[config.mk]
export PLATFORM = sky130hd
export DESIGN_NAME = serial_pin_ctrl
export DESIGN_NICKNAME = d
export VERILOG_FILES = /design/src/rtl/serial_ctrl_pkg.sv /design/src/rtl/word_link_if.sv /design/src/rtl/serial_pin_ctrl.sv /design/src/rtl/word_fifo.sv
export VERILOG_INCLUDE_DIRS = /design/src /design/src/rtl
export SDC_FILE = /design/constraint.sdc
export NUM_CORES = 1
export LEC_CHECK = 0
export CORE_MARGIN = 8
export CORE_UTILIZATION = 61
export DETAILED_ROUTE_END_ITERATION = 7
export DONT_BUFFER_PORTS = 1
export PLACE_DENSITY = 0.88
export SYNTH_ARGS = -nofsm -noshare
export SYNTH_HDL_FRONTEND = slang
export SYNTH_SLANG_ARGS = --single-unit
[constraint.sdc]
create_clock -name clk -period 6.2 [get_ports clk]
set_clock_uncertainty 0.1 [all_clocks]
set_input_delay 0.62 -clock clk [delete_from_list [all_inputs] [get_ports clk]]
set_output_delay 0.62 -clock clk [all_outputs]
set_load 0.05 [all_outputs]
[src/rtl/serial_ctrl_defs.svh]
// Constants for the dual serial controller pin interface
`ifndef SERIAL_CTRL_DEFS_SVH
`define SERIAL_CTRL_DEFS_SVH
`define DATA_W 8
`define WORD_W 16
`define FIFO_DEPTH 8
`define CH_N 2
`define SYNC_W 28
`define REQ_MODE_RST 1'b0
`define SRC_RX 2'h0
`define SRC_TX 2'h1
`define SRC_BRG 2'h2
`define SRC_PLL 2'h3
`define MULT_X1 2'h0
`define MULT_X16 2'h1
`define MULT_X32 2'h2
`define MULT_X64 2'h3
`define SYNC_ASYNC 2'h0
`define SYNC_EXT 2'h1
`define SYNC_INT 2'h2
`define SYNC_SDLC 2'h3
`define DIV_W 6
`endif

[src/rtl/serial_ctrl_pkg.sv]
// Types shared by the serial controller modules
package serial_ctrl_pkg;
	typedef enum logic [3:0] {
		BUS_IDLE = 4'h1,
		BUS_READ = 4'h2,
		BUS_WRITE = 4'h4,
		BUS_RESET = 4'h8
	} bus_state_t;
	typedef logic [7:0] byte_t;
	typedef logic [15:0] word_t;
endpackage

[src/rtl/word_link_if.sv]
// Valid/ready word link between the bus front end and its FIFO
`timescale 1ns/10ps
interface word_link_if #(parameter int WIDTH = 16);
	logic valid;
	logic ready;
	logic [WIDTH-1:0] data;
	modport src (output valid, output data, input ready);
	modport snk (input valid, input data, output ready);
endinterface // word_link_if

[src/rtl/serial_pin_ctrl.sv]
// Dual serial controller: host bus, daisy chain and channel pins
// Operation
// Multiplexed bus latches register address at address strobe rise.
// Active-low select latched with address; transaction needs it asserted.
// Host holds high select for whole transaction; otherwise ignored.
// Both strobes low means reset; data strobe times read or write.
// Channel select high picks A; data/control high picks data.
// Host holds chip enable low for whole separate-bus transaction.
// Data lines driven only during read; vector only when top priority.
// Read and write strobes together mean reset, not access.
// Clear-to-send gates transmitter in auto mode; both edges reported.
// Carrier detect gates receiver in auto mode; both edges reported.
// Terminal-ready output follows its bit, or acts as DMA request.
// Chain enable input high means no higher-priority request or service.
// Chain output high only when input high, idle, not acknowledging.
// Acknowledge latched; read strobe then drives vector if chain high.
// Open-drain interrupt output pulled low while a request is pending.
// Master clock unrelated in phase, at least 90 percent CPU rate.
// Send-request pin follows its bit; auto async release waits empty.
// Channel clock pin feeds chosen clock; receive rate 1/16/32/64.
// Async mode: sync pin input, transitions only update hunt status.
// External sync: low two clocks after sync; assembly starts.
// Internal sync: unlatched output pulse per recognition; flags in SDLC.
// Wait/request pin: open-drain wait or driven request; reset wait.
// Host strobes and selects pass two flip-flops before use.
`timescale 1ns/10ps
`include "serial_ctrl_defs.svh"
module serial_pin_ctrl (
	// Clock, reset, enable
	input wire logic clk,
	input wire logic rst,
	input wire logic ce,
	input wire logic bus_mux_mode,
	// Shared data pins
	input wire logic [7:0] mux_addr_data_in,
	output logic [7:0] mux_addr_data_out,
	output logic mux_addr_data_oe,
	// Multiplexed bus timing
	input wire logic addr_strobe_n,
	input wire logic data_strobe_n,
	input wire logic chip_sel_latched_n,
	input wire logic chip_sel_level,
	input wire logic read_not_write,
	// Separate bus timing
	input wire logic chan_sel_a,
	input wire logic data_not_ctrl,
	input wire logic chip_en_n,
	input wire logic rd_n,
	input wire logic wr_n,
	// Interrupt chain
	input wire logic chain_enable_in,
	output logic chain_enable_out,
	input wire logic irq_ack_n,
	output logic irq_n_out,
	output logic irq_n_oe,
	input wire logic irq_pending,
	input wire logic [7:0] irq_vector,
	input wire logic irq_done,
	output logic irq_in_service,
	// User side of register traffic
	output logic wr_word_valid,
	input wire logic wr_word_ready,
	output logic [15:0] wr_word_data,
	output logic rd_strobe,
	output logic [7:0] rd_addr,
	input wire logic [7:0] rd_data,
	output logic bus_reset,
	// Modem control, per channel (bit 1 = A)
	input wire logic [1:0] cts_n,
	input wire logic [1:0] dcd_n,
	input wire logic [1:0] auto_enable,
	output logic [1:0] tx_enable,
	output logic [1:0] rx_enable,
	output logic [1:0] modem_change,
	input wire logic [1:0] dtr_bit,
	input wire logic [1:0] dma_mode,
	input wire logic [1:0] dma_req,
	output logic [1:0] dtr_req_n,
	input wire logic [1:0] rts_bit,
	input wire logic [1:0] async_mode,
	input wire logic [1:0] tx_empty,
	output logic [1:0] rts_n,
	// Sync pins, per channel
	input wire logic [3:0] sync_mode,
	input wire logic [1:0] sync_in,
	output logic [1:0] sync_out,
	output logic [1:0] sync_oe,
	input wire logic [1:0] sync_recog,
	output logic [1:0] sync_hunt,
	output logic [1:0] assembly_start,
	// Clock pins, per channel
	input wire logic [1:0] rxtx_clk_in,
	input wire logic [3:0] clk_src_sel,
	input wire logic [3:0] clk_mult,
	output logic [1:0] rx_clk_tick,
	output logic [1:0] tx_clk_tick,
	output logic [1:0] brg_clk_tick,
	output logic [1:0] pll_clk_tick,
	output logic [1:0] rx_bit_tick,
	// Wait/request pins, per channel
	input wire logic [1:0] req_mode,
	output logic [1:0] wait_req_out,
	output logic [1:0] wait_req_oe
);
	// ==========================================================
	// Input synchronisers
	logic [`SYNC_W-1:0] sync_raw, meta_r, stab_r;
	assign sync_raw = {mux_addr_data_in, addr_strobe_n, data_strobe_n,
		chip_sel_latched_n, chip_sel_level, read_not_write, chan_sel_a,
		data_not_ctrl, chip_en_n, rd_n, wr_n, chain_enable_in, irq_ack_n,
		cts_n, dcd_n, sync_in, rxtx_clk_in};

	always_ff @(posedge clk or posedge rst) begin
		if (rst) begin
			meta_r <= '1;
			stab_r <= '1;
		end else if (ce) begin
			meta_r <= sync_raw;
			stab_r <= meta_r;
		end
	end

	logic [7:0] s_ad;
	logic s_astb, s_dstb, s_lsel, s_hsel, s_rw, s_ab, s_dc, s_cen, s_rd, s_wr;
	logic s_chn, s_ack;
	logic [1:0] s_cts, s_dcd, s_sync, s_rxc;
	assign {s_ad, s_astb, s_dstb, s_lsel, s_hsel, s_rw, s_ab, s_dc, s_cen,
		s_rd, s_wr, s_chn, s_ack, s_cts, s_dcd, s_sync, s_rxc} = stab_r;

	// ==========================================================
	// Host bus decode
	serial_ctrl_pkg::bus_state_t state_r, state_nxt;
	logic [7:0] addr_r, addr_nxt, dout_r, dout_nxt;
	logic lsel_r, lsel_nxt, ack_r, ack_nxt, astb_prev_r, astb_prev_nxt;
	logic svc_r, svc_nxt, push_r, push_nxt, rds_r, rds_nxt;
	logic brst_r, brst_nxt, vec_r, vec_nxt;
	serial_ctrl_pkg::word_t word_r, word_nxt;
	logic rst_cmd, sel, rd_act, wr_act, fifo_ready;

	// Both strobe pairs low at once is a reset, never an access
	assign rst_cmd = bus_mux_mode ? (!s_astb && !s_dstb)
		: (!s_rd && !s_wr);
	assign sel = bus_mux_mode ? (!lsel_r && s_hsel)
		: !s_cen;
	assign rd_act = bus_mux_mode ? (!s_dstb && s_rw) : !s_rd;
	assign wr_act = bus_mux_mode ? (!s_dstb && !s_rw) : !s_wr;

	always_comb begin
		state_nxt = state_r;
		addr_nxt = addr_r;
		lsel_nxt = lsel_r;
		ack_nxt = ack_r;
		astb_prev_nxt = s_astb;
		dout_nxt = dout_r;
		svc_nxt = svc_r;
		push_nxt = push_r && !fifo_ready;
		word_nxt = word_r;
		rds_nxt = 1'b0;
		brst_nxt = 1'b0;
		vec_nxt = vec_r;
		if (bus_mux_mode) begin
			if (s_astb && !astb_prev_r) begin
				addr_nxt = s_ad;
				lsel_nxt = s_lsel;
				ack_nxt = !s_ack;
			end
		end else begin
			ack_nxt = !s_ack;
			addr_nxt = {6'h00, s_ab, s_dc};
		end
		if (irq_done)
			svc_nxt = 1'b0;
		case (state_r)
			serial_ctrl_pkg::BUS_IDLE: begin
				if (rst_cmd) begin
					state_nxt = serial_ctrl_pkg::BUS_RESET;
					brst_nxt = 1'b1;
				end else if (ack_r && rd_act) begin
					// Chain low means a higher device owns the cycle
					if (s_chn && irq_pending) begin
						state_nxt = serial_ctrl_pkg::BUS_READ;
						vec_nxt = 1'b1;
						dout_nxt = irq_vector;
						svc_nxt = 1'b1;
					end
				end else if (sel && rd_act) begin
					state_nxt = serial_ctrl_pkg::BUS_READ;
					vec_nxt = 1'b0;
					rds_nxt = 1'b1;
				end else if (sel && wr_act && !push_r) begin
					state_nxt = serial_ctrl_pkg::BUS_WRITE;
				end
			end
			serial_ctrl_pkg::BUS_READ: begin
				if (!vec_r)
					dout_nxt = rd_data;
				if (!rd_act)
					state_nxt = serial_ctrl_pkg::BUS_IDLE;
			end
			serial_ctrl_pkg::BUS_WRITE: begin
				// Data taken at strobe release, when the host has it settled
				if (!wr_act || rst_cmd) begin
					state_nxt = serial_ctrl_pkg::BUS_IDLE;
					if (!rst_cmd && sel) begin
						push_nxt = 1'b1;
						word_nxt = {addr_r, s_ad};
					end
				end
			end
			serial_ctrl_pkg::BUS_RESET: begin
				if (!rst_cmd)
					state_nxt = serial_ctrl_pkg::BUS_IDLE;
			end
			default: state_nxt = serial_ctrl_pkg::BUS_IDLE;
		endcase
		if (brst_nxt) begin
			svc_nxt = 1'b0;
			push_nxt = 1'b0;
		end
	end

	always_ff @(posedge clk or posedge rst) begin
		if (rst) begin
			state_r <= serial_ctrl_pkg::BUS_IDLE;
			addr_r <= 8'h00;
			lsel_r <= 1'b1;
			ack_r <= 1'b0;
			astb_prev_r <= 1'b1;
			dout_r <= 8'h00;
			svc_r <= 1'b0;
			push_r <= 1'b0;
			word_r <= 16'h0000;
			rds_r <= 1'b0;
			brst_r <= 1'b0;
			vec_r <= 1'b0;
		end else if (ce) begin
			state_r <= state_nxt;
			addr_r <= addr_nxt;
			lsel_r <= lsel_nxt;
			ack_r <= ack_nxt;
			astb_prev_r <= astb_prev_nxt;
			dout_r <= dout_nxt;
			svc_r <= svc_nxt;
			push_r <= push_nxt;
			word_r <= word_nxt;
			rds_r <= rds_nxt;
			brst_r <= brst_nxt;
			vec_r <= vec_nxt;
		end
	end

	assign mux_addr_data_out = dout_r;
	assign mux_addr_data_oe = (state_r == serial_ctrl_pkg::BUS_READ);
	assign rd_strobe = rds_r;
	assign rd_addr = addr_r;
	assign bus_reset = brst_r;
	assign irq_in_service = svc_r;
	assign irq_n_out = 1'b0;
	assign irq_n_oe = irq_pending;
	assign chain_enable_out = s_chn && !svc_r
		&& !(ack_r && irq_pending);

	// ==========================================================
	// Write buffer
	word_link_if #(.WIDTH(`WORD_W)) wlink ();
	assign wlink.valid = push_r;
	assign wlink.data = word_r;
	assign fifo_ready = wlink.ready;

	word_fifo #(.WIDTH(`WORD_W), .DEPTH(`FIFO_DEPTH)) wbuf (
		.clk(clk),
		.rst(rst),
		.ce(ce),
		.in_link(wlink),
		.out_valid(wr_word_valid),
		.out_ready(wr_word_ready),
		.out_data(wr_word_data)
	);

	// ==========================================================
	// Channel pins
	function automatic logic [`DIV_W-1:0] mult_limit(input logic [1:0] m);
		case (m)
			`MULT_X16: mult_limit = 6'h0F;
			`MULT_X32: mult_limit = 6'h1F;
			`MULT_X64: mult_limit = 6'h3F;
			default: mult_limit = 6'h00;
		endcase
	endfunction

	logic [1:0] cts_p_r, cts_p_nxt, dcd_p_r, dcd_p_nxt, syn_p_r, syn_p_nxt;
	logic [1:0] rxc_p_r, rxc_p_nxt, rts_r, rts_nxt, dtr_r, dtr_nxt;
	logic [1:0] hunt_r, hunt_nxt, sact_r, sact_nxt, asm_r, asm_nxt;
	logic [1:0] chg_r, chg_nxt, rqm_r, rqm_nxt, bit_r, bit_nxt;
	logic [`DIV_W-1:0] div_r [2];
	logic [`DIV_W-1:0] div_nxt [2];
	logic [1:0] rxc_edge, wait_hold;

	always_comb begin
		for (int c = 0; c < `CH_N; c++) begin
			cts_p_nxt[c] = s_cts[c];
			dcd_p_nxt[c] = s_dcd[c];
			syn_p_nxt[c] = s_sync[c];
			rxc_p_nxt[c] = s_rxc[c];
			rxc_edge[c] = s_rxc[c] && !rxc_p_r[c];
			rqm_nxt[c] = req_mode[c];
			chg_nxt[c] = (s_cts[c] != cts_p_r[c])
				|| (s_dcd[c] != dcd_p_r[c]);
			dtr_nxt[c] = dma_mode[c] ? !dma_req[c] : !dtr_bit[c];
			if (rts_bit[c])
				rts_nxt[c] = 1'b0;
			else if (async_mode[c] && auto_enable[c])
				rts_nxt[c] = rts_r[c] | tx_empty[c];
			else
				rts_nxt[c] = 1'b1;
			hunt_nxt[c] = hunt_r[c];
			asm_nxt[c] = 1'b0;
			sact_nxt[c] = 1'b0;
			case (sync_mode[2*c +: 2])
				`SYNC_ASYNC: hunt_nxt[c] = s_sync[c];
				`SYNC_EXT: asm_nxt[c] = syn_p_r[c] && !s_sync[c];
				// Held only until the next receive clock rise, never latched
				default: sact_nxt[c] = sync_recog[c]
					|| (sact_r[c] && !rxc_edge[c]);
			endcase
			div_nxt[c] = div_r[c];
			bit_nxt[c] = 1'b0;
			if (rxc_edge[c]
				&& clk_src_sel[2*c +: 2] == `SRC_RX) begin
				if (div_r[c] >= mult_limit(clk_mult[2*c +: 2])) begin
					div_nxt[c] = '0;
					bit_nxt[c] = 1'b1;
				end else begin
					div_nxt[c] = div_r[c] + 1'b1;
				end
			end
		end
	end

	always_ff @(posedge clk or posedge rst) begin
		if (rst) begin
			cts_p_r <= 2'h3;
			dcd_p_r <= 2'h3;
			syn_p_r <= 2'h3;
			rxc_p_r <= 2'h3;
			rts_r <= 2'h3;
			dtr_r <= 2'h3;
			hunt_r <= 2'h3;
			sact_r <= 2'h0;
			asm_r <= 2'h0;
			chg_r <= 2'h0;
			rqm_r <= {2{`REQ_MODE_RST}};
			bit_r <= 2'h0;
			div_r[0] <= '0;
			div_r[1] <= '0;
		end else if (ce) begin
			cts_p_r <= cts_p_nxt;
			dcd_p_r <= dcd_p_nxt;
			syn_p_r <= syn_p_nxt;
			rxc_p_r <= rxc_p_nxt;
			rts_r <= rts_nxt;
			dtr_r <= dtr_nxt;
			hunt_r <= hunt_nxt;
			sact_r <= sact_nxt;
			asm_r <= asm_nxt;
			chg_r <= chg_nxt;
			rqm_r <= rqm_nxt;
			bit_r <= bit_nxt;
			div_r[0] <= div_nxt[0];
			div_r[1] <= div_nxt[1];
		end
	end

	// Auto enables follow the synchronised pin levels
	assign tx_enable = ~auto_enable | ~s_cts;
	assign rx_enable = ~auto_enable | ~s_dcd;
	assign modem_change = chg_r;
	assign dtr_req_n = dtr_r;
	assign rts_n = rts_r;
	assign sync_hunt = hunt_r;
	assign assembly_start = asm_r;
	assign sync_out = ~sact_r;
	assign rx_bit_tick = bit_r;

	// Wait stalls a host write while the buffer has not yet taken the previous word
	assign wait_hold = {2{push_r && sel && wr_act}};

	generate
		for (genvar c = 0; c < `CH_N; c++) begin : g_ch
			assign sync_oe[c] = sync_mode[2*c+1];
			assign rx_clk_tick[c] = rxc_edge[c]
				&& clk_src_sel[2*c +: 2] == `SRC_RX;
			assign tx_clk_tick[c] = rxc_edge[c]
				&& clk_src_sel[2*c +: 2] == `SRC_TX;
			assign brg_clk_tick[c] = rxc_edge[c]
				&& clk_src_sel[2*c +: 2] == `SRC_BRG;
			assign pll_clk_tick[c] = rxc_edge[c]
				&& clk_src_sel[2*c +: 2] == `SRC_PLL;
			assign wait_req_out[c] = rqm_r[c] ? !dma_req[c] : 1'b0;
			assign wait_req_oe[c] = rqm_r[c] ? 1'b1 : wait_hold[c];
		end
	endgenerate
endmodule // serial_pin_ctrl

[src/rtl/word_fifo.sv]
// Flip-flop FIFO with valid/ready on both sides
`timescale 1ns/10ps
module word_fifo #(
	parameter int WIDTH = 16,
	parameter int DEPTH = 8
) (
	// Clock and reset
	input wire logic clk,
	input wire logic rst,
	input wire logic ce,
	// Fill side
	word_link_if.snk in_link,
	// Drain side
	output logic out_valid,
	input wire logic out_ready,
	output logic [WIDTH-1:0] out_data
);
	localparam int PW = $clog2(DEPTH);
	localparam int CW = $clog2(DEPTH + 1);
	localparam logic [PW-1:0] LAST = PW'(DEPTH - 1);
	localparam logic [CW-1:0] FULL = CW'(DEPTH);

	logic [WIDTH-1:0] mem_r [DEPTH];
	logic [PW-1:0] wr_ptr_r, wr_ptr_nxt, rd_ptr_r, rd_ptr_nxt;
	logic [CW-1:0] count_r, count_nxt;
	logic push, pop;

	// ==========================================================
	// Flags and pointers
	assign in_link.ready = (count_r != FULL);
	assign out_valid = (count_r != '0);
	assign out_data = mem_r[rd_ptr_r];
	assign push = in_link.valid && in_link.ready;
	assign pop = out_valid && out_ready;

	always_comb begin
		wr_ptr_nxt = wr_ptr_r;
		rd_ptr_nxt = rd_ptr_r;
		count_nxt = count_r;
		if (push)
			wr_ptr_nxt = (wr_ptr_r == LAST) ? '0 : wr_ptr_r + 1'b1;
		if (pop)
			rd_ptr_nxt = (rd_ptr_r == LAST) ? '0 : rd_ptr_r + 1'b1;
		if (push && !pop)
			count_nxt = count_r + 1'b1;
		else if (pop && !push)
			count_nxt = count_r - 1'b1;
	end

	always_ff @(posedge clk or posedge rst) begin
		if (rst) begin
			wr_ptr_r <= '0;
			rd_ptr_r <= '0;
			count_r <= '0;
		end else if (ce) begin
			wr_ptr_r <= wr_ptr_nxt;
			rd_ptr_r <= rd_ptr_nxt;
			count_r <= count_nxt;
		end
	end

	// ==========================================================
	// Storage, no reset needed on data
	always_ff @(posedge clk) begin
		if (ce && push)
			mem_r[wr_ptr_r] <= in_link.data;
	end
endmodule // word_fifo

* After elaboration in Yosys (flattened, before gate mapping)
Memory sizes are Yosys's and may differ from the RTL's.
Cells that the tools add are included.
** Word-level totals
- Memories :: 1
- Register bits :: 146
- Logic and storage cells :: 251
- Memory bits (writable) :: 128
** Memories
- wbuf.mem_r :: depth 8, width 16, rd ports 1, clocked after memory_dff 0, wr ports 1, RTL line word_fifo.sv:23 : logic [WIDTH-1:0] mem_r [DEPTH];
** Operators by class
- Eq/ne operators :: 36
- Bitwise gates (word level) :: 9
- Magnitude comparators :: 2
- Add/sub/neg operators :: 6
- Reductions and logical operators :: 94
- Mux-type cells :: 71
** Operators by type and width (count)
- 8-bit 2-to-1 mux :: 6
- 1-bit 2-to-1 mux :: 45
- 4-bit 2-to-1 mux :: 10
- 1-bit logical AND :: 39
- 6-bit case mux with 3 select lines :: 2
- 1-bit logical NOT :: 27
- 6-bit 2-to-1 mux :: 4
- 2-bit equality test, second input constant :: 8
- 4-bit case mux with 4 select lines :: 1
- 8-bit case mux with 2 select lines :: 1
- 2-bit AND reduction :: 8
- 2-bit inequality test, second input constant :: 7
- 6-bit by 1-bit adder with 6-bit output, second input constant :: 2
- 2-bit by 1-bit equality test with 1-bit output, second input constant :: 6
- 6-bit greater-or-equal comparator :: 2
- 6-bit AND reduction :: 2
- 2-bit logical NOT :: 4
- 4-bit inequality test, second input constant :: 2
- 2-bit inverter :: 4
- 3-bit by 1-bit adder with 3-bit output, second input constant :: 2
- 3-bit equality test, second input constant :: 2
- 3-bit 2-to-1 mux :: 2
- 2-bit nonzero test :: 3
- 1-bit logical OR :: 5
- 17 further kinds :: 24

* Longest topological paths before layout
Gate-level depths: netlist (run 1).
- Depth after elaboration :: 10
- Depth in mapped cells :: 11

* Hierarchy
From an unflattened synthesis (run 1), not the netlist that was laid out.
** Second synthesis, totals
- Cell total of the unflattened synthesis :: 739
- Area total of the unflattened synthesis :: 11792.6 µm²
** Modules (own cells, without submodules)
- serial_pin_ctrl :: seq. area each 3494.6 µm², cells an instance 486, area each 6157.2 µm², times used 1
- word_fifo :: seq. area each 4093.9 µm², cells an instance 253, area each 5635.4 µm², times used 1

* Worst setup path before layout (run 1)
OpenSTA, ideal clock, no wires.
- Path type :: input-to-reg
- From :: in clk_src_sel[0]
- To :: reg div_r[10] (netlist name)
- Arrival :: 3232 ps
- Required time :: 6016 ps
- Path buffers :: 0
- Library setup time :: 84 ps
- Stages :: 5
- Slack :: 2785 ps
- Cell sequence :: nor4b_1 nand2_1 nor3_1 a21oi_1 o21ai_0
** Between the ends
- Word-level cells in the longest chain between the ends :: 3
** RTL lines
- start, declared :: RTL line serial_pin_ctrl.sv:93 : input wire logic [3:0] clk_src_sel,
- 2-bit logical NOT (no source line)
- 1-bit logical AND (no source line)
- 2-bit AND reduction (no source line)
- end, declared :: RTL line serial_pin_ctrl.sv:295 : logic [`DIV_W-1:0] div_r [2];
No other way between the ends.
A chain may end at the register's enable or synchronous reset.

* Final worst setup path (run 1)
- From :: reg wbuf.rd_ptr_r[0]
- To :: out wr_word_data[1]
** Between the ends
- Word-level cells in the longest chain between the ends :: 1
** RTL lines
- start, declared :: RTL line word_fifo.sv:24 : logic [PW-1:0] wr_ptr_r, wr_ptr_nxt, rd_ptr_r, rd_ptr_nxt;
- start signal, assigned :: RTL line word_fifo.sv:57 : rd_ptr_r <= rd_ptr_nxt;
- memory 8 x 16 bit
- end, declared :: RTL line serial_pin_ctrl.sv:63 : output logic [15:0] wr_word_data,
No other way between the ends.

==> reports/results.tsv, run 1 <==
stage	metric	value	unit
run_status	status	finished, final reports clean	
floorplan	io_pins	153	
floorplan	die_area	23800	µm²
worst_setup_path	regToRegStartpoint	wbuf.count_r[0]$_DFFE_PP0P_	
floorplan	start_util	62.35	%
synth	seq_area_frac_synth	65.06	%
timing	rsz0062_at_grt	false	
finish	layout.nets	851	
power	power	5221	µW
global_routing	grt_max_degree	114	
clocking	clk_latency	0.52	ns
worst_setup_path	reg2reg_to	wbuf.count_r[3]$_DFFE_PP0P_	
route	wl_per_cell	23.07	µm
timing	hold_ws	0.04642	ns
timing	fmax	293.8	MHz
global_routing	antenna_found_initial	3	
synth	synth-edff-count	128	
route	drtAntennaViolNets	0	
worst_hold_path	hold_path.startpoint	rts_bit[1]	
synth	synth_cell_types	64	
route	wirelength	23270	µm
global_routing	grt_pass1_vias	6759	
route	drcViolationCount	0	
worst_hold_path	hold_path_class	input port to register	
finish	mostFrequentLayoutCells	edfxtp_1, mux2_2, dfstp_2	
power	pwr_density_cell	408.9	nW/µm²
timing	worst_slack	2.796	ns
clocking	root_buffer	clkbuf_16	
global_routing	grt_pass1_wl	36990	µm
timing	finalHoldViolations	0	
timing	min_period	3.404	ns
clocking	cts_buffers	27	
worst_setup_path	crit_path_end_kind	output port	
placement	gp_congestion	0.7995	
route	first_pass_iters	6	
timing	slew_headroom	25.42	%
worst_setup_path	cp_cell_sequence	mux4_2 > mux2_2	
route	vias	6312	
timing	slew_viol_final	0	
power	p_leak	0.004860	µW
floorplan	die_w	154.3	µm
synth	syn-cell-area	11660	µm²
finish	post_route_cells_drive_above_1_share	37.42	%
route	via_per_inst	6.256	
route	drt_iter0_drc	392	
synth	async_flop_share	53.28	%
job	maxCapViolations	0	
synth	synth_warnings	0	
worst_setup_path	cp_slowest_stage_delay	1.10	ns
power	irDropWorstVdd	0.0002851	V
synth	synth_seq_cells	274	
finish	diodes	0	
synth	synth-main-ff-cell	edfxtp_1	
worst_setup_path	critPathKind	register to output port	
floorplan	fp.coreArea	18710	µm²
worst_setup_path	worst-path-max-fanout	35	
worst_hold_path	hold_depth	1	
worst_setup_path	cp-start-kind	register	
floorplan	num_rows	50	
worst_setup_path	arrival	2.68	ns
synth	synth_nets	847	
timing	post-route-period-util	54.90	%
timing	tightest_slew	1.119	ns
clocking	cts_tree	yes	
floorplan	die_h	154.3	µm
global_routing	overflow	0	
synth	synth_area_leaders	edfxtp_1, dfstp_2, dfrtp_1	
worst_setup_path	reg2regPathDepth	11	
placement	dp_slack	3.284	ns
timing	final.setup.tns	0	ns
clocking	path_clk_slew	0.06	ns
worst_setup_path	crit_slowest_cell	dfrtp_2	
clocking	clkSinkCount	274	
synth	synth_top_area_share	32.95	%
finish	area_growth	9.483	%
placement	post-dp-hpwl	15350	µm
timing	setup_viol	0	
clocking	htreeDepth	1	
worst_hold_path	min_to	rts_n[1]$_DFFE_PP1P_	
clocking	cts_buffer_depth	3	
placement	io_buffers	0	
worst_setup_path	r2r_slack	3.32	ns
finish	mostFrequentLayoutCell	edfxtp_1	
synth	yosys.area.top_type	edfxtp_1	
clocking	cts.repair.resized	0	
worst_setup_path	required	5.48	ns
global_routing	grtUsageTotal	19.51	%
synth	syn-instance-count	750	
synth	avgSynthCellArea	15.55	µm²
[layer usage]
metal	up-vias	track usage (%)	share of wire (%)
met5	-	0	0.17
met4	6	4.386	1.6
met3	40	5.433	7.3
met2	229	35.03	52
met1	3203	22.91	39
li1	2834	-	-
[cell type report]
class | count | area [µm²]
multi-input cells | 425 | 3895
clock inverters | 16 | 127.6
fillers | 1166 | 5936
inverters | 16 | 65.06
clock buffers | 34 | 721.9
flip-flops and latches | 274 | 7590
well taps | 234 | 292.8
repair buffers | 10 | 77.57
[worst max-delay path by stage]
stage / start / endpoint / cells after the start
after CTS: wbuf.rd_ptr_r[0]$_DFFE_PP0P_ / wr_word_data[1] / 2
final: wbuf.rd_ptr_r[0]$_DFFE_PP0P_ / wr_word_data[1] / 2
after global routing: wbuf.rd_ptr_r[0]$_DFFE_PP0P_ / wr_word_data[1] / 2
after global placement: wbuf.rd_ptr_r[0]$_DFFE_PP0P_ / wr_word_data[8] / 2
after detailed placement: wbuf.rd_ptr_r[0]$_DFFE_PP0P_ / wr_word_data[1] / 2
after floorplan: rst / ack_r$_DFFE_PP0P_ / 1
[cell usage after synthesis (6+ instances only)]
cell        n
mux4_2     32
nand2_1    37
ha_1       15
edfxtp_1  128
mux2_4      9
nor2b_1     6
nand2b_1   10
xnor2_1     7
nor3_1     13
buf_2      12
dfrtp_1    73
a21oi_1    22
a22o_1      8
clkbuf_1   15
inv_1      16
a21o_1      7
mux2i_1    12
nor2_1     33
nand3_1    16
mux2_2    103
dfstp_2    73
o21ai_0    29
[per-stage QoR]
step	instances	instance area [µm²]	utilization [%]
after floorplan	750	11660	-
after global placement	958	11910	63.67
after detailed placement	958	11910	63.67
after CTS	1009	12770	68.27
after global routing	1009	12770	68.27
final	1009	12770	68.27
[timing repair]
| item | in CTS | in global routing |
|---|---|---|
| hold buffers | 1 | 0 |
| endpoints found under the hold margin | 41 | 0 |
| setup buffers | 0 | 0 |
[worst max-delay path, delay by kind of cell, from the launching register on]
family	cells	cell delay, ns
DFF	1	1.10
muxes	2	1.04
[cells by family (layout without fill, tap and decap cells)]
| logic type | Yosys count | in the layout | synth area share [%] |
|---|---|---|---|
| fa+ha+maj | 16 | 16 | 1.781 |
| mux | 156 | 156 | 18.31 |
| other cells | 1 | 1 | 0.03215 |
| xor+xnor | 8 | 8 | 0.6008 |
| compound gates | 92 | 92 | 5.149 |
| buf+inv | 51 | 76 | 2.124 |
| simple gates | 152 | 152 | 6.941 |
| flops | 274 | 274 | 65.06 |
[power breakdown]
group          total, µW  internal (µW)  switching, µW
Combinational       1020            455            569
Clock               1560            906            655
Sequential          2640           2160            479
Total               5220           3520           1700
[state kept, by name, summed over array words and instances, names as in the netlist, 3 cells and up]
signal / cells
wbuf.mem_r: 128
meta_r: 28
stab_r: 28
wlink.data: 16
div_r: 12
mux_addr_data_out: 8
rd_addr: 8
state_r: 4
wbuf.count_r: 4
wbuf.rd_ptr_r: 3
wbuf.wr_ptr_r: 3
No activity file was read; power rests on OpenSTA's default activity.
==> inputs of run 2 (changes only) <==
--- a/config.mk
+++ b/config.mk
@@ -7,10 +7,10 @@
 export NUM_CORES = 1
 export LEC_CHECK = 0
 export CORE_MARGIN = 8
-export CORE_UTILIZATION = 61
+export CORE_UTILIZATION = 57
 export DETAILED_ROUTE_END_ITERATION = 7
 export DONT_BUFFER_PORTS = 1
-export PLACE_DENSITY = 0.88
+export PLACE_DENSITY = 0.86
 export SYNTH_ARGS = -nofsm -noshare
 export SYNTH_HDL_FRONTEND = slang
 export SYNTH_SLANG_ARGS = --single-unit
==> constraint.sdc (replaced) <==
create_clock -name clk -period 2.9 [get_ports clk]
set_clock_uncertainty 0.1 [all_clocks]
set_input_delay 0.29 -clock clk [delete_from_list [all_inputs] [get_ports clk]]
set_output_delay 0.29 -clock clk [all_outputs]
set_load 0.05 [all_outputs]
==> reports/results.tsv, run 2 (synthesized netlist as in run 1, its figures left out) <==
stage	metric	value	unit	change
placement	placed_area	12060	µm²	+1.3%
route	wl_per_cell	24.19	µm	+4.9%
worst_setup_path	cp_cell_sequence	buf_12 > mux4_2 > mux2_2		
worst_setup_path	required	2.51	ns	-2.97 ns
worst_hold_path	hold_path.startpoint	bus_mux_mode		
worst_setup_path	crit_path_end_kind	output port		
finish	diodes	0		unchanged
route	first_pass_iters	6		unchanged
route	drt_iter0_drc	572		+46%
worst_setup_path	cp_slowest_stage_delay	0.63	ns	-0.47 ns
timing	finalHoldViolations	0		unchanged
clocking	cts_buffer_depth	3		unchanged
finish	final_cells	1122		+11%
floorplan	start_util	57.83	%	-4.5 points
floorplan	fp.coreArea	20170	µm²	+7.8%
route	wirelength	27140	µm	+17%
worst_setup_path	critPathKind	register to output port		
clocking	cts_tree	yes		
route	drtAntennaViolNets	0		unchanged
worst_hold_path	min_to	ack_r$_DFFE_PP0P_		
placement	dp_cells	1005		+4.9%
global_routing	grt-busiest-layer	met2		
global_routing	overflow	0		unchanged
timing	slew_headroom	35.73	%	+10 points
global_routing	grt_pass1_wl	42610	µm	+15%
worst_setup_path	reg2regPathDepth	6		-5
floorplan	num_rows	52		+4.0%
power	p_leak	0.005215	µW	+7.3%
finish	stdcell_area	13610	µm²	+6.6%
finish	area_growth	16.66	%	
floorplan	die_h	159.0	µm	+3.1%
timing	rsz0062_at_grt	false		
timing	tightest_slew	0.9641	ns	-0.1546 ns
global_routing	grt_max_degree	101		-11%
power	irDropWorstVdd	0.0005567	V	+95%
clocking	clkSinkCount	274		unchanged
job	maxCapViolations	0		unchanged
global_routing	grtUsageMet3	4.912	%	-0.52 points
clocking	cts_setup_buffers	0		unchanged
placement	post-dp-hpwl	16270	µm	+6.0%
finish	regMostFlops	wbuf.mem_r		
run_status	status	finished, final reports clean		
finish	fillers	1306		+12%
timing	hold_ws	0.06676	ns	+0.02034 ns
global_routing	grt_pass1_vias	7461		+10%
timing	setup_viol	0		unchanged
route	vias	6794		+7.6%
clocking	clk_latency	0.54	ns	+0.02 ns
timing	min_period	2.738	ns	
worst_hold_path	hold_path_class	input port to register		
worst_setup_path	r2r_slack	0.22	ns	-3.10 ns
floorplan	die_w	159.0	µm	+3.1%
timing	slew_viol_final	0		unchanged
floorplan	die_area	25300	µm²	+6.3%
clocking	path_clk_slew	0.06	ns	about the same
worst_setup_path	arrival	2.35	ns	-0.33 ns
finish	mostFrequentLayoutCell	edfxtp_1		
worst_setup_path	cp_num_buf_inv	1		+1
global_routing	met1_usage	24.20	%	+1.3 points
clocking	htreeDepth	1		unchanged
global_routing	grtUsageTotal	21.27	%	+1.8 points
worst_setup_path	regToRegStartpoint	state_r[0]$_DFFE_PP1P_		
finish	final_util	67.46	%	-0.80 points
placement	gp_congestion	0.8150		+1.9%
route	via_per_inst	6.055		-3.2%
worst_hold_path	hold_depth	3		+2
worst_setup_path	worst-path-max-fanout	17		-51%
worst_setup_path	cp-start-kind	register		
route	drcViolationCount	0		unchanged
finish	mostFrequentLayoutCells	edfxtp_1, mux2_2, dfstp_2		
worst_setup_path	crit_family	multiplexers		
clocking	root_buffer	clkbuf_16		
finish	post_route_cells_drive_above_1_share	35.09	%	-2.3 points
global_routing	antenna_found_initial	0		-3
worst_setup_path	crit_slowest_cell	dfrtp_4		
timing	final.setup.tns	0	ns	unchanged
floorplan	io_pins	153		unchanged
finish	layout.nets	929		+9.2%
placement	io_buffers	0		unchanged
timing	post-route-period-util	94.42	%	
power	pwr_density_cell	840.5	nW/µm²	+110%
worst_setup_path	reg2reg_to	irq_in_service$_DFFE_PP0P_		
timing	fmax	365.2	MHz	
global_routing	use_met2	38.62	%	+3.6 points
clocking	cts_buffers	26		-3.7%
finish	biggestRegsByFlops	wbuf.mem_r x128, meta_r x28, stab_r x28		
finish	largest_reg_flops	128		unchanged
## run 2: cell count changes in the layout (fill, tap and decap cells not counted), sizes merged
cell	delta
buf	+12
clkbuf	-1
clkinv	-1
clkinvlp	+1
dlygate4sd3	+67
inv	-1
## run 2: area by class of cell
class	instances	area, µm²	share of cell area, %
repair buffers	89	895.9	6.584
clock inverters	15	135.1	0.9931
well taps	270	337.8	2.483
inverters	16	63.81	0.4690
clock buffers	33	700.7	5.149
flip-flops and latches	274	7592	55.80
multi-input cells	425	3881	28.52
## run 2: metrics by stage
| step | power, µW | setup slack, ns |
|---|---|---|
| 2_1_floorplan | 7507 | 0.2268 |
| 3_3_place_gp | 7852 | 0.4627 |
| 3_5_place_dp | 8016 | 0.3108 |
| 4_1_cts | 11470 | 0.1117 |
| 5_1_grt | 11880 | 0.04421 |
| 6_report | 11440 | 0.1618 |
## run 2: worst reg2reg max path: cells and delay by family, from the launching register on
family | cells | cell delay (ns)
buffers and inverters | 1 | 0.58
and+or+nand+nor | 2 | 0.60
DFF | 1 | 0.62
AOI/OAI and AO/OA | 3 | 0.67
## run 2: worst max-delay path by stage
stage / slack [ns] / cells after the start / startpoint / to
6_report: 0.16 / 3 / wbuf.rd_ptr_r[0]$_DFFE_PP0P_ / wr_word_data[11]
3_5_place_dp: 0.31 / 11 / wbuf.count_r[0]$_DFFE_PP0P_ / wbuf.count_r[3]$_DFFE_PP0P_
2_1_floorplan: 0.23 / 4 / ce / wbuf.mem_r[1][0]$_DFFE_PP_
4_1_cts: 0.11 / 3 / wbuf.rd_ptr_r[0]$_DFFE_PP0P_ / wr_word_data[13]
5_1_grt: 0.04 / 11 / wbuf.count_r[0]$_DFFE_PP0P_ / wbuf.count_r[3]$_DFFE_PP0P_
3_3_place_gp: 0.46 / 11 / wbuf.count_r[0]$_DFFE_PP0P_ / wbuf.count_r[3]$_DFFE_PP0P_
## run 2: power breakdown
part / switching (µW) / internal [µW]
sequential: 945 / 4620
combinational: 1440 / 1090
clock: 1450 / 1890
## run 2: routing by layer
layer  wire, µm  up-vias
met5          0        -
met4        781        0
met3       2002       63
met2      14430      310
met1       9932     3438
li1           -     2983
## run 2: what timing repair did
item,CTS,global route
hold buffers,69,0
setup endpoints to repair,3,0
resized for setup,1,0
hold endpoints to repair,130,0
